$ cat src/lipd_pkg.sv
`default_nettype none
package lipd_pkg;
	// Configuration byte offsets
	localparam logic [7:0] OFS_TCTRL  = 8'h68;
	localparam logic [7:0] OFS_TBASE0 = 8'h69;
	localparam logic [7:0] OFS_TBASE1 = 8'h6a;
	localparam logic [7:0] OFS_TBASE2 = 8'h6b;
	localparam logic [7:0] OFS_CTRL1  = 8'h6c;
	localparam logic [7:0] OFS_CTRL2  = 8'h6d;
	localparam logic [7:0] OFS_CTRL3  = 8'h6e;
	localparam logic [7:0] OFS_CTRL4  = 8'h6f;
	localparam logic [7:0] OFS_SVID0  = 8'h70;
	localparam logic [7:0] OFS_SVID1  = 8'h71;
	localparam logic [7:0] OFS_SID0   = 8'h72;
	localparam logic [7:0] OFS_SID1   = 8'h73;
	localparam logic [7:0] OFS_ROMSEL = 8'h75;
	localparam logic [7:0] OFS_FW1    = 8'h76;
	localparam logic [7:0] OFS_FW2    = 8'h77;
	localparam logic [7:0] OFS_FW3    = 8'h7c;
	localparam logic [7:0] OFS_FW4    = 8'h7d;
	localparam logic [7:0] OFS_FW5    = 8'h7e;
	localparam logic [7:0] OFS_FW6    = 8'h7f;
	// Reset values and writable masks
	localparam logic [7:0]  RST_BYTE   = 8'h00;
	localparam logic [15:0] RST_HALF   = 16'h0000;
	localparam logic [21:0] RST_TBASE  = 22'h000000;
	localparam logic [7:0]  TCTRL_MASK = 8'h8f;
	localparam logic [3:0]  FW6_HI_RO  = 4'h0;
	// Field positions
	localparam int TCTRL_EN   = 7;
	localparam int C1_ONBOARD = 7;
	localparam int C1_MSS_EN  = 6;
	localparam int C1_MSS_LO  = 4;
	localparam int C1_APIC    = 3;
	localparam int C1_ROM     = 2;
	localparam int C1_PSEL1   = 1;
	localparam int C1_PSEL0   = 0;
	localparam int C2_FLOPPY  = 7;
	localparam int C2_PAR_EN  = 6;
	localparam int C2_PAR_LO  = 4;
	localparam int C2_GAME    = 3;
	localparam int C2_MIDI_EN = 2;
	localparam int C2_MIDI_LO = 0;
	localparam int C3_SERB_EN = 7;
	localparam int C3_SERB_LO = 4;
	localparam int C3_SERA_EN = 3;
	localparam int C3_SERA_LO = 0;
	localparam int C4_SPI     = 7;
	localparam int C4_TRUST   = 6;
	localparam int C4_PSEL23  = 5;
	localparam int C4_RSTPORT = 4;
	localparam int C4_FLOPSEC = 3;
	localparam int C4_SND_EN  = 2;
	localparam int C4_SND_LO  = 0;
	// Fixed I/O ranges
	localparam logic [15:0] ONBOARD_HI = 16'h00ff;
	localparam logic [15:0] RSTPORT    = 16'h0cf9;
	localparam logic [15:0] GAME_LO    = 16'h0200;
	localparam logic [15:0] GAME_HI    = 16'h0207;
	localparam logic [15:0] FLOP_PRI   = 16'h03f0;
	localparam logic [15:0] FLOP_SEC   = 16'h0370;
	localparam logic [15:0] FLOP_LEN   = 16'h0007;
	localparam logic [15:0] MSS_LEN    = 16'h0007;
	localparam logic [15:0] SER_LEN    = 16'h0007;
	localparam logic [15:0] MIDI_BASE  = 16'h0300;
	localparam logic [15:0] MIDI_LEN   = 16'h0003;
	localparam logic [15:0] SND_BASE   = 16'h0220;
	localparam logic [15:0] SND_LEN_A  = 16'h000f;
	localparam logic [15:0] SND_OFS_B  = 16'h0010;
	localparam logic [15:0] SND_LEN_B  = 16'h0003;
	localparam logic [15:0] MSS_BASE [4] = '{16'h0530, 16'h0604,
		16'h0e80, 16'h0f40};
	localparam logic [15:0] SER_BASE [8] = '{16'h03f8, 16'h02f8,
		16'h0220, 16'h0228, 16'h0238, 16'h02e8, 16'h0338, 16'h03e8};
	localparam logic [15:0] PAR_LO_A [3] = '{16'h03bc, 16'h0378, 16'h0278};
	localparam logic [15:0] PAR_HI_A [3] = '{16'h03bf, 16'h037f, 16'h027f};
	localparam logic [15:0] PAR_LO_B [3] = '{16'h07bc, 16'h0778, 16'h0678};
	localparam logic [15:0] PAR_HI_B [3] = '{16'h07be, 16'h077a, 16'h067a};
	// Firmware memory windows and the reserved parallel range code
	localparam logic [7:0]  ROM_TOP   = 8'hff;
	localparam logic [14:0] LEGACY_HI = 15'h0007;
	localparam logic [1:0]  PAR_RSVD  = 2'b11;

	typedef struct packed {
		logic       wr;
		logic [7:0] addr;
		logic [7:0] wdata;
	} lipd_cfg_t;

	typedef struct packed {
		logic       global_pos;
		logic       mem_space;
		logic       fw_mode;
		logic       fw_per_range;
		logic [3:0] psel_en;
		logic [3:0][3:0]  psel_mask;
		logic [3:0][15:0] psel_base;
	} lipd_ext_t;

	typedef struct packed {
		logic        valid;
		logic [15:0] addr;
	} lipd_io_t;

	typedef struct packed {
		logic        valid;
		logic [31:0] addr;
	} lipd_mem_t;
endpackage
`default_nettype wire

$ cat src/lipd_decoder.sv
`timescale 1ns/1ps
`default_nettype none
module lipd_decoder #(
	parameter logic [31:0] APIC_BASE  = 32'hfec00000,
	parameter logic [31:0] APIC_LEN   = 32'h00000fff,
	parameter logic [31:0] SPI_BASE   = 32'hfed00000,
	parameter logic [31:0] SPI_LEN    = 32'h00000fff,
	parameter logic [31:0] TRUST_BASE = 32'hfed40000,
	parameter logic [31:0] TRUST_LEN  = 32'h00000fff
) (
	input  wire logic                 clock_i,
	input  wire logic                 resetn_i,
	input  wire lipd_pkg::lipd_cfg_t  cfg_i,
	input  wire lipd_pkg::lipd_ext_t  ext_i,
	input  wire lipd_pkg::lipd_io_t   io_i,
	input  wire lipd_pkg::lipd_mem_t  mem_i,
	output logic [7:0]                cfg_rdata_o,
	output logic                      io_pos_o,
	output logic                      io_sub_o,
	output logic                      mem_pos_o,
	output logic                      mem_fwd_o,
	output logic [3:0]                fw_sel_o,
	output logic                      timer_hit_o,
	output logic [15:0]               subsys_vendor_o,
	output logic [15:0]               subsys_id_o
);
	import lipd_pkg::*;

	typedef struct packed {
		logic [7:0]  tctrl;
		logic [21:0] tbase;
		logic [7:0]  c1;
		logic [7:0]  c2;
		logic [7:0]  c3;
		logic [7:0]  c4;
		logic [15:0] svid;
		logic [15:0] sid;
		logic [7:0]  romsel;
		logic [4:0][7:0] fw;
		logic [3:0]  fw6_lo;
		logic [7:0]  rdata;
		logic        io_pos;
		logic        io_sub;
		logic        mem_pos;
		logic        mem_fwd;
		logic [3:0]  fw_sel;
		logic        timer_hit;
	} lipd_state_t;

	lipd_state_t state_reg;
	lipd_state_t state_next;

	function automatic logic in_io(input logic [15:0] a,
		input logic [15:0] lo, input logic [15:0] hi);
		return (a >= lo) && (a <= hi);
	endfunction

	function automatic logic in_mem(input logic [31:0] a,
		input logic [31:0] lo, input logic [31:0] len);
		return (a >= lo) && (a <= lo + len);
	endfunction

	function automatic logic psel_hit(input logic [15:0] a,
		input logic [15:0] base, input logic [3:0] mask,
		input logic wide);
		logic [15:0] diff;
		diff = a ^ base;
		if (wide) begin
			return diff[15:8] == 8'h00;
		end
		return (diff & ~{12'h000, mask}) == 16'h0000;
	endfunction

	function automatic logic [3:0] nib(input logic [7:0] b,
		input logic hi);
		return hi ? b[7:4] : b[3:0];
	endfunction

	// Combinational hit terms
	logic [3:0]  psel_range;
	logic [3:0]  psel_pos_en;
	logic        io_any_pos;
	logic        rom_1m;
	logic        rom_512k;
	logic        rom_legacy;
	logic        rom_sel_hit;
	logic [3:0]  fw_pair;
	logic [15:0] ioa;
	logic [31:0] ma;
	logic [3:0]  fw6;

	assign ioa = io_i.addr;
	assign ma  = mem_i.addr;
	assign fw6 = FW6_HI_RO;

	assign psel_pos_en = {state_reg.c4[C4_PSEL23], state_reg.c4[C4_PSEL23],
		state_reg.c1[C1_PSEL1], state_reg.c1[C1_PSEL0]};

	genvar gi;
	generate
		for (gi = 0; gi < 4; gi++) begin : g_psel
			assign psel_range[gi] = ext_i.psel_en[gi] &&
				psel_hit(ioa, ext_i.psel_base[gi], ext_i.psel_mask[gi],
				state_reg.tctrl[gi]);
		end
	endgenerate

	always_comb begin
		logic [1:0] mss;
		logic [1:0] par;
		logic [1:0] midi;
		logic [1:0] snd;
		logic [15:0] flop;
		logic [15:0] sndb;
		mss  = state_reg.c1[C1_MSS_LO +: 2];
		par  = state_reg.c2[C2_PAR_LO +: 2];
		midi = state_reg.c2[C2_MIDI_LO +: 2];
		snd  = state_reg.c4[C4_SND_LO +: 2];
		flop = state_reg.c4[C4_FLOPSEC] ? FLOP_SEC : FLOP_PRI;
		sndb = SND_BASE + {8'h00, 1'b0, snd, 5'h00};
		io_any_pos = 1'b0;
		if (|(psel_range & psel_pos_en)) begin
			io_any_pos = 1'b1;
		end
		if (state_reg.c1[C1_ONBOARD] && ioa <= ONBOARD_HI) begin
			io_any_pos = 1'b1;
		end
		if (state_reg.c1[C1_MSS_EN] &&
			in_io(ioa, MSS_BASE[mss], MSS_BASE[mss] + MSS_LEN)) begin
			io_any_pos = 1'b1;
		end
		if (state_reg.c2[C2_FLOPPY] && in_io(ioa, flop, flop + FLOP_LEN))
		begin
			io_any_pos = 1'b1;
		end
		// parallel ranges, code 11 decodes nothing
		if (state_reg.c2[C2_PAR_EN] && par != PAR_RSVD) begin
			if (in_io(ioa, PAR_LO_A[par], PAR_HI_A[par]) ||
				in_io(ioa, PAR_LO_B[par], PAR_HI_B[par])) begin
				io_any_pos = 1'b1;
			end
		end
		if (state_reg.c2[C2_GAME] && in_io(ioa, GAME_LO, GAME_HI)) begin
			io_any_pos = 1'b1;
		end
		if (state_reg.c2[C2_MIDI_EN] && in_io(ioa,
			MIDI_BASE + {10'h000, midi, 4'h0},
			MIDI_BASE + {10'h000, midi, 4'h0} + MIDI_LEN)) begin
			io_any_pos = 1'b1;
		end
		if (state_reg.c3[C3_SERB_EN] && in_io(ioa,
			SER_BASE[state_reg.c3[C3_SERB_LO +: 3]],
			SER_BASE[state_reg.c3[C3_SERB_LO +: 3]] + SER_LEN)) begin
			io_any_pos = 1'b1;
		end
		if (state_reg.c3[C3_SERA_EN] && in_io(ioa,
			SER_BASE[state_reg.c3[C3_SERA_LO +: 3]],
			SER_BASE[state_reg.c3[C3_SERA_LO +: 3]] + SER_LEN)) begin
			io_any_pos = 1'b1;
		end
		if (state_reg.c4[C4_RSTPORT] && ioa == RSTPORT) begin
			io_any_pos = 1'b1;
		end
		if (state_reg.c4[C4_SND_EN] && (in_io(ioa, sndb, sndb + SND_LEN_A)
			|| in_io(ioa, sndb + SND_OFS_B, sndb + SND_OFS_B + SND_LEN_B)))
		begin
			io_any_pos = 1'b1;
		end
	end

	assign rom_1m      = ma[31:24] == ROM_TOP && !ma[23];
	assign rom_512k    = ma[31:24] == ROM_TOP && ma[23];
	assign rom_legacy  = ma[31:17] == LEGACY_HI;
	assign rom_sel_hit = rom_1m && state_reg.romsel[ma[21:20]];

	always_comb begin
		logic [2:0] idx;
		idx = rom_legacy ? 3'h7 : ma[21:19];
		fw_pair = 4'h0;
		if (ext_i.fw_mode && !ext_i.fw_per_range) begin
			fw_pair = state_reg.romsel[7:4];
		end else if (rom_1m) begin
			fw_pair = nib(state_reg.fw[ma[21]], ma[20]);
		end else if (rom_512k || rom_legacy) begin
			case (idx[2:1])
				2'h0: fw_pair = nib(state_reg.fw[2], idx[0]);
				2'h1: fw_pair = nib(state_reg.fw[3], idx[0]);
				2'h2: fw_pair = nib(state_reg.fw[4], idx[0]);
				2'h3: fw_pair = idx[0] ? fw6 : state_reg.fw6_lo;
				default: fw_pair = 4'h0;
			endcase
		end
	end

	always_comb begin
		state_next = state_reg;
		// Config writes; reserved bits never stored, so they read zero
		if (cfg_i.wr) begin
			case (cfg_i.addr)
				OFS_TCTRL:  state_next.tctrl = cfg_i.wdata & TCTRL_MASK;
				OFS_TBASE0: state_next.tbase[5:0] = cfg_i.wdata[7:2];
				OFS_TBASE1: state_next.tbase[13:6] = cfg_i.wdata;
				OFS_TBASE2: state_next.tbase[21:14] = cfg_i.wdata;
				OFS_CTRL1:  state_next.c1 = cfg_i.wdata;
				OFS_CTRL2:  state_next.c2 = cfg_i.wdata;
				OFS_CTRL3:  state_next.c3 = cfg_i.wdata;
				OFS_CTRL4:  state_next.c4 = cfg_i.wdata;
				OFS_SVID0:  state_next.svid[7:0] = cfg_i.wdata;
				OFS_SVID1:  state_next.svid[15:8] = cfg_i.wdata;
				OFS_SID0:   state_next.sid[7:0] = cfg_i.wdata;
				OFS_SID1:   state_next.sid[15:8] = cfg_i.wdata;
				OFS_ROMSEL: state_next.romsel = cfg_i.wdata;
				OFS_FW1:    state_next.fw[0] = cfg_i.wdata;
				OFS_FW2:    state_next.fw[1] = cfg_i.wdata;
				OFS_FW3:    state_next.fw[2] = cfg_i.wdata;
				OFS_FW4:    state_next.fw[3] = cfg_i.wdata;
				OFS_FW5:    state_next.fw[4] = cfg_i.wdata;
				OFS_FW6:    state_next.fw6_lo = cfg_i.wdata[3:0];
				default:    state_next.rdata = state_reg.rdata;
			endcase
		end
		// Read data is always presented for the addressed byte
		case (cfg_i.addr)
			OFS_TCTRL:  state_next.rdata = state_reg.tctrl;
			OFS_TBASE0: state_next.rdata = {state_reg.tbase[5:0], 2'b00};
			OFS_TBASE1: state_next.rdata = state_reg.tbase[13:6];
			OFS_TBASE2: state_next.rdata = state_reg.tbase[21:14];
			OFS_CTRL1:  state_next.rdata = state_reg.c1;
			OFS_CTRL2:  state_next.rdata = state_reg.c2;
			OFS_CTRL3:  state_next.rdata = state_reg.c3;
			OFS_CTRL4:  state_next.rdata = state_reg.c4;
			OFS_SVID0:  state_next.rdata = state_reg.svid[7:0];
			OFS_SVID1:  state_next.rdata = state_reg.svid[15:8];
			OFS_SID0:   state_next.rdata = state_reg.sid[7:0];
			OFS_SID1:   state_next.rdata = state_reg.sid[15:8];
			OFS_ROMSEL: state_next.rdata = state_reg.romsel;
			OFS_FW1:    state_next.rdata = state_reg.fw[0];
			OFS_FW2:    state_next.rdata = state_reg.fw[1];
			OFS_FW3:    state_next.rdata = state_reg.fw[2];
			OFS_FW4:    state_next.rdata = state_reg.fw[3];
			OFS_FW5:    state_next.rdata = state_reg.fw[4];
			OFS_FW6:    state_next.rdata = {fw6, state_reg.fw6_lo};
			default:    state_next.rdata = RST_BYTE;
		endcase
		state_next.io_pos = io_i.valid && ext_i.global_pos && io_any_pos;
		state_next.io_sub = io_i.valid && !state_next.io_pos;
		state_next.mem_pos = mem_i.valid && ext_i.global_pos && (
			(state_reg.c1[C1_ROM] && (rom_1m || rom_512k || rom_legacy)) ||
			(state_reg.c1[C1_APIC] && in_mem(ma, APIC_BASE, APIC_LEN)) ||
			(state_reg.c4[C4_SPI] && in_mem(ma, SPI_BASE, SPI_LEN)) ||
			(state_reg.c4[C4_TRUST] && in_mem(ma, TRUST_BASE, TRUST_LEN)));
		state_next.mem_fwd = mem_i.valid && (!ext_i.mem_space ||
			rom_sel_hit || rom_512k || rom_legacy);
		state_next.fw_sel = fw_pair;
		state_next.timer_hit = mem_i.valid && state_reg.tctrl[TCTRL_EN] &&
			ma[31:10] == state_reg.tbase;
		if (!resetn_i) begin
			state_next = '0;
		end
	end

	always_ff @(posedge clock_i) begin
		state_reg <= state_next;
	end

	assign cfg_rdata_o     = state_reg.rdata;
	assign io_pos_o        = state_reg.io_pos;
	assign io_sub_o        = state_reg.io_sub;
	assign mem_pos_o       = state_reg.mem_pos;
	assign mem_fwd_o       = state_reg.mem_fwd;
	assign fw_sel_o        = state_reg.fw_sel;
	assign timer_hit_o     = state_reg.timer_hit;
	assign subsys_vendor_o = state_reg.svid;
	assign subsys_id_o     = state_reg.sid;
endmodule // lipd_decoder
`default_nettype wire

$ cat config.mk
export PLATFORM = sky130hd
export DESIGN_NAME = lipd_decoder
export DESIGN_NICKNAME = d
export VERILOG_FILES = /design/src/lipd_pkg.sv /design/src/lipd_decoder.sv
export SDC_FILE = /design/constraint.sdc
export NUM_CORES = 1
export LEC_CHECK = 0
export ABC_CLOCK_PERIOD_IN_PS = 2900
export BUFFER_PORTS_ARGS = -buffer_cell sky130_fd_sc_hd__buf_2
export CORE_MARGIN = 2
export CORE_UTILIZATION = 57
export DETAILED_ROUTE_END_ITERATION = 10
export PLACE_DENSITY = 0.85
export SLEW_MARGIN = 30
export SYNTH_ARGS = -nofsm -noshare
export SYNTH_HDL_FRONTEND = slang
export SYNTH_SLANG_ARGS = --single-unit
export TNS_END_PERCENT = 5
$ cat constraint.sdc
create_clock -name clock_i -period 2.9 [get_ports clock_i]
set_input_delay 0.145 -clock clock_i [delete_from_list [all_inputs] [get_ports clock_i]]
set_output_delay 0.145 -clock clock_i [all_outputs]
set_load 0.02 [all_outputs]
* Word-level counts from Yosys, hierarchy flattened
Memories as Yosys holds them, arrays and structs flattened.
Cells that the tools add are included.
** Word-level totals
- Bits in registers :: 160
- Bits in latches :: 0
- RAM bits :: 0
- Bits in read-only memories :: 256
- Bits of input ports :: 157
- Output and inout bits :: 49
- Logic and storage cells :: 261
- Memories kept :: 2
** Memory list
- (no name shown) :: depth 8, bits a word 16, rd ports 1, clocked after Yosys merged registers in 0, wr ports 0, line lipd_decoder.sv:158 : SER_BASE[state_reg.c3[C3_SERA_LO +: 3]] + SER_LEN)) begin
- (no name shown) :: depth 8, bits a word 16, rd ports 1, clocked after Yosys merged registers in 0, wr ports 0, line lipd_decoder.sv:153 : SER_BASE[state_reg.c3[C3_SERB_LO +: 3]] + SER_LEN)) begin
** Cells by class
- Add/subtract/negate cells :: 10
- Multipliers :: 0
- Divide/modulo/power cells :: 0
- $lt $le $gt $ge :: 33
- Equal/unequal tests :: 27
- Shifts and indexed selects :: 0
- Mux-type cells :: 59
- Bitwise logic cells :: 17
- Reductions and logical operators :: 87
** Operators by type and width (count)
- 2-to-1 mux 16 bit :: 14
- binary-select mux 16 bit (select 2 bit) :: 5
- equality test 8 x 7 -> 1 bit, second input constant :: 19
- case mux 8 bit (19 select lines) :: 1
- >= comparator 32 bit, second input constant :: 3
- <= comparator 32 bit, second input constant :: 3
- >= comparator 16 bit :: 5
- <= comparator 16 bit :: 5
- bitwise AND 16 bit :: 4
- zero test 16 bit :: 4
- inverter 4 -> 16 bit :: 4
- bitwise XOR 16 bit :: 4
- adder 16 x 3 -> 16 bit, second input constant :: 3
- logical AND 1 bit :: 43
- AND reduction 2 bit :: 19
- >= comparator 16 x 11 -> 1 bit :: 2
- <= comparator 16 x 12 -> 1 bit :: 2
- zero test 8 bit :: 4
- 2-to-1 mux 4 bit :: 8
- 2-to-1 mux 1 bit :: 25
- 2-to-1 mux 8 bit :: 3
- equality test 22 bit :: 1
- equality test 16 x 12 -> 1 bit, second input constant :: 1
- >= comparator 16 x 10 -> 1 bit :: 1
- other kinds (32) :: 50

* Logic depth before layout (Yosys ltp)
- Word-level depth :: 22
- Gate-level depth with buffers :: 11
- Mapped depth without buffers :: 11

* Least setup slack after synthesis
OpenSTA, ideal clock, no wires.
- Kind :: register to register
- Start :: reg state_reg[111] (netlist name)
- End :: reg state_reg, in the netlist io_sub_o
- Library setup time :: 0.061 ns
- Arrival :: 2.491 ns
- Setup slack :: 0.347 ns
- Cell stages (with the launch flop) :: 11
- Path buffers :: 0
- Period minus slack after synthesis :: 2.553 ns
- Cells stage by stage :: dfxtp_1 inv_1 o21ai_0 ha_1 a31o_2 a221o_1 a211o_1 a32oi_1 o2111ai_1 o31ai_2 nor2b_4
** On the way
- Cells in the longest elaborated chain, start to end :: 14
- Elaborated cells on any way between the ends :: 15
- Those cells by class :: add/sub: 1; order compare: 2; mux: 5; bitwise: 1; reduce/logical: 5; memory: 1
** Ends and longest elaborated chain
- from (decl) :: line lipd_decoder.sv:50 : lipd_state_t state_reg;
- from (signal assigned) :: line lipd_decoder.sv:263 : state_reg <= state_next;
- inverter 3 -> 4 bit (implied by the code) * :: line lipd_decoder.sv:157, lipd_decoder.sv:158
- memory (8 x 16 bit) *
- 2-to-1 mux 16 bit (implied by the code) * (2 in a row) :: line lipd_decoder.sv:158
- adder 16 x 3 -> 16 bit :: line lipd_decoder.sv:158
- <= comparator 16 bit :: line lipd_decoder.sv:55 : return (a >= lo) && (a <= hi);
- logical AND 1 bit * :: line lipd_decoder.sv:55
- logical AND 1 bit * :: line lipd_decoder.sv:156 : if (state_reg.c3[C3_SERA_EN] && in_io(ioa,
- 2-to-1 mux 1 bit * :: line lipd_decoder.sv:156
- 2-to-1 mux 1 bit * :: line lipd_decoder.sv:161 : if (state_reg.c4[C4_RSTPORT] && ioa == RSTPORT) begin
- 2-to-1 mux 1 bit * :: line lipd_decoder.sv:164 : if (state_reg.c4[C4_SND_EN] && (in_io(ioa, sndb, sndb + SND_LEN_A)
- logical AND 1 bit * :: line lipd_decoder.sv:245 : state_next.io_pos = io_i.valid && ext_i.global_pos && io_any_pos;
- zero test 1 bit * :: line lipd_decoder.sv:246 : state_next.io_sub = io_i.valid && !state_next.io_pos;
- logical AND 1 bit * :: line lipd_decoder.sv:246
Mark *: on every way between the ends. The rest lies on a longest branch, timed or not. The select of a mux whose other input is x is not followed.
A chain may end at the register's enable or synchronous reset.

* Worst setup path in the final report
- Start :: reg state_reg[110] (netlist name)
- End :: reg state_reg, in the netlist io_sub_o
The elaborated chain is that of the path after synthesis.

==> summary.txt <==
Critical path
  – Required time worst endpoint: 3.28 ns
  – CP Max Fanout: 6
  – Type of origin of the critical path: flip-flop
  – Element type at the critical path end: flip-flop
  – Critical path class: flip-flop to flip-flop
  – Data arrival time of the critical path: 3.12 ns

Layout
  – Flip-flop count of the largest register after layout: 108
  – Antenna diode count: 0
  – Final cell count without fillers: approximately 1.7k
  – Most used cells in the layout excluding fill and tap cells: buf_2 (204), nand2_1 (175), dfxtp_1 (160)
  – Most common cell after layout, fill and taps aside: buf_2
  – P&R area growth vs syn: 14.23%
  – Reg area: approximately 3200 sq um
  – Net total in the final layout: 1619
  – Footprint of the multi-input gates: 6655 sq um
  – Total of fill cells in the finished design: 1500
  – Layout cell share with drive strength beyond 1: between 20% and 30%

Route
  – Final wirelength: 36070 microns
  – # DRC: 0
  – Metal2 WL: roughly 16000 microns
  – Routed Antenna Nets: 0
  – Top Metal Used: met4
  – Met3 Routed Length: 4161 microns
  – Wire length per cell: between 20 and 25 microns
  – Routed length on met1: about 13000 microns
  – Via/cell ratio: 6.577
  – Drt initial violations: around 1.6k
  – Via count of the routed design: 10.96k
  – Detailed-router iteration count before antenna repair: 9

Clocking
  – CTS H-Tree Depth: 4
  – Post-CTS resize count: 0
  – Clock-pin slew on the worst setup and hold paths: 0.07 ns
  – Total number of clock tree sinks: 160
  – TritonCTS Buffers: 17
  – Clk root buf: clkbuf_16
  – Max clock buf depth: 2
  – Clock insertion delay at the later pin of the skew report: 0.44 ns
  – TritonCTS clock tree: yes

Pwr
  – Power density relative to cell area: 427.6 nW/um^2
  – Static Leakage: 4.874 nW
  – Worst supply voltage drop on vdd: approximately 0.45 mV

STA
  – Number of max-slew violations in the final report: 0
  – Final min period: 2.740 ns
  – Highest clock frequency the design can meet: 365.0 MHz
  – Setup-failing EPs final: 0
  – Worst setup skew after layout: 0.01130 ns
  – Hold violation count in the final report: 0
  – Sum Neg Setup Slack: 0 ns
  – Setup repair after global routing missed its margin: false
  – Final cycle utilization of the critical path: 94.47%
  – Transition time of the tightest slew-check pin: 0.7236 ns
  – Worst slew slack as a fraction of its limit: 51.76%

Synth
  – Post-synth EDFFs: 0
  – Post-synthesis instance total: 1296
  – Register bit total from synthesis: 160
  – Biggest area consumer among synthesized cells: dfxtp_1
  – Share of the synthesized area in the top cell type: 29.94%
  – FFs w/ async S/R, synth: 0%
  – Distinct cell type count after synthesis: 71
  – Yosys warnings: 0
  – Leading post-synthesis cells by cell area: dfxtp_1 (30%), a21boi_0 (6.7%), nand2_1 (6.1%)
  – Share of synthesized area occupied by flip-flops and latches: 29.94%
  – Synthesized Nets: 1495
  – Post-synthesis cell area: 10700 sq um
  – Post-Synthesis Mean Instance Area: 8.255 sq um
  – Most frequently used flop master after synthesis: dfxtp_1

Floorplanning
  – Die width: 141.0 microns
  – Starting density of the core: 57.58%
  – Vertical die dimension: around 140 microns
  – Number of I/O pins: around 210
  – Die area: 19880 sq um
  – Row count: 50
  – Floorplan Core Area: 18580 sq um

Placed design
  – Count of buffers inserted at the top-level ports: between 200 and 250
  – Placed cell count: 1632
  – Final RePlAce weighted congestion: 0.9949
  – Post-DP HPWL: 25750 microns

Job
  – Max-cap viol count: 0

GRT
  – Number of global-route vias before repair: 10.13k
  – Total global routing overflow: 0
  – Pin count of the biggest net entering global routing: 89
  – Gr usage total: a little over a third
  – First-pass GRT wire length: 54450 microns
  – Number of antenna violations at the first check in global routing: 0

Status
  – Result of the run: finished, final reports clean

Hold path
  – Path type of the worst min-delay path: input port to flip-flop
==> path summary, 6_finish.rpt <==
kind | startpoint | endpoint | slack, ns | cells past startpoint
worst max-delay path | state_reg[110]$_SDFFE_PN0P_ | io_sub_o$_SDFF_PN0_ | 0.16 | 10
worst min-delay path | ext_i[87] | io_pos_o$_SDFF_PN0_ | 0.03 | 3
worst max register to register | state_reg[110]$_SDFFE_PN0P_ | io_sub_o$_SDFF_PN0_ | 0.16 | 10
worst min register to register | subsys_id_o[12]$_SDFFE_PN0P_ | subsys_id_o[12]$_SDFFE_PN0P_ | 0.49 | 2
==> metrics by stage <==
| step | utilization (%) | total power, mW | cell area, sq um | setup WS, ns | hold slack [ns] |
|---|---|---|---|---|---|
| floorplan | - | 2.630 | 10700 | 0.3474 | 0.2446 |
| global placement | 62.29 | 2.863 | 11570 | 0.3042 | 0.3416 |
| detailed placement | 62.29 | 2.874 | 11570 | 0.2095 | 0.3415 |
| CTS | 65.78 | 5.206 | 12220 | 0.1881 | 0.02105 |
| global route | 65.78 | 5.359 | 12220 | 0.002284 | 0.02712 |
| finish | 65.78 | 5.226 | 12220 | 0.1602 | 0.03085 |
==> cells by family after synthesis <==
logic type,count (synthesis),synth area share (%)
buffers and inverters,172,7.859
AOI/OAI and AO/OA,262,17.93
xor gates and xnor gates,89,7.286
muxes,83,9.321
adders and majority gates,42,4.912
and+or+nand+nor,488,22.76
DFF,160,29.94
==> metal layers <==
metal | vias up | GRT usage, %
li1 | 4841 | -
met5 | - | 0
met2 | 835 | 55.53
met1 | 5084 | 42.18
met3 | 197 | 8.458
met4 | 0 | 24.37
==> final cells by class <==
class / count / share of cell area [%]
Tap cell: 234 / 2.396
Clock inverter: 14 / 1.577
Timing Repair Buffer: 244 / 10.87
Multi-Input combinational cell: 964 / 54.45
Clock buffer: 17 / 3.481
Inverter: 33 / 1.014
Sequential cell: 160 / 26.21
==> repair_timing <==
action,4_1_cts,5_1_grt
buffers inserted,0,0
endpoints found under the hold margin,2,0
hold buffers,3,0
==> synthesized netlist by cell type, types with 4 or more instances <==
cell type	instances
nand4_1	26
xnor2_1	72
a22o_1	8
a31oi_1	14
nand3_1	119
o2111ai_1	4
ha_1	42
nand2_1	175
a221oi_1	14
a222oi_1	7
o22ai_1	10
mux2_2	13
o31ai_1	4
nor4_1	13
buf_4	45
a21boi_0	95
buf_2	9
mux2i_1	58
a32oi_1	4
a22oi_1	19
mux4_2	12
xor2_1	17
nor2_1	33
o21ai_0	26
o211ai_1	6
nor2b_1	55
inv_1	33
buf_1	6
nand2b_1	9
and3_1	5
clkbuf_1	77
or3_1	4
nor3_1	18
dfxtp_1	160
a21oi_1	23
nand3b_1	4
==> worst max-delay path, stage by stage (launching register included) <==
cell,delay [ns]
dfxtp_1,0.42
nand2_1,0.09
o21ai_0,0.13
ha_1,0.30
a31o_2,0.25
a221o_1,0.34
a211o_1,0.28
a32oi_1,0.21
o2111ai_1,0.16
o31ai_2,0.32
nor2b_4,0.18
==> power breakdown <==
part           switching [mW]  total [mW]  internal, mW
clock network           0.946        2.38          1.43
registers             0.00483        2.21          2.20
logic                   0.380       0.640         0.259
total                    1.33        5.23          3.90
Note: power is estimated with default switching activity, not from simulation.
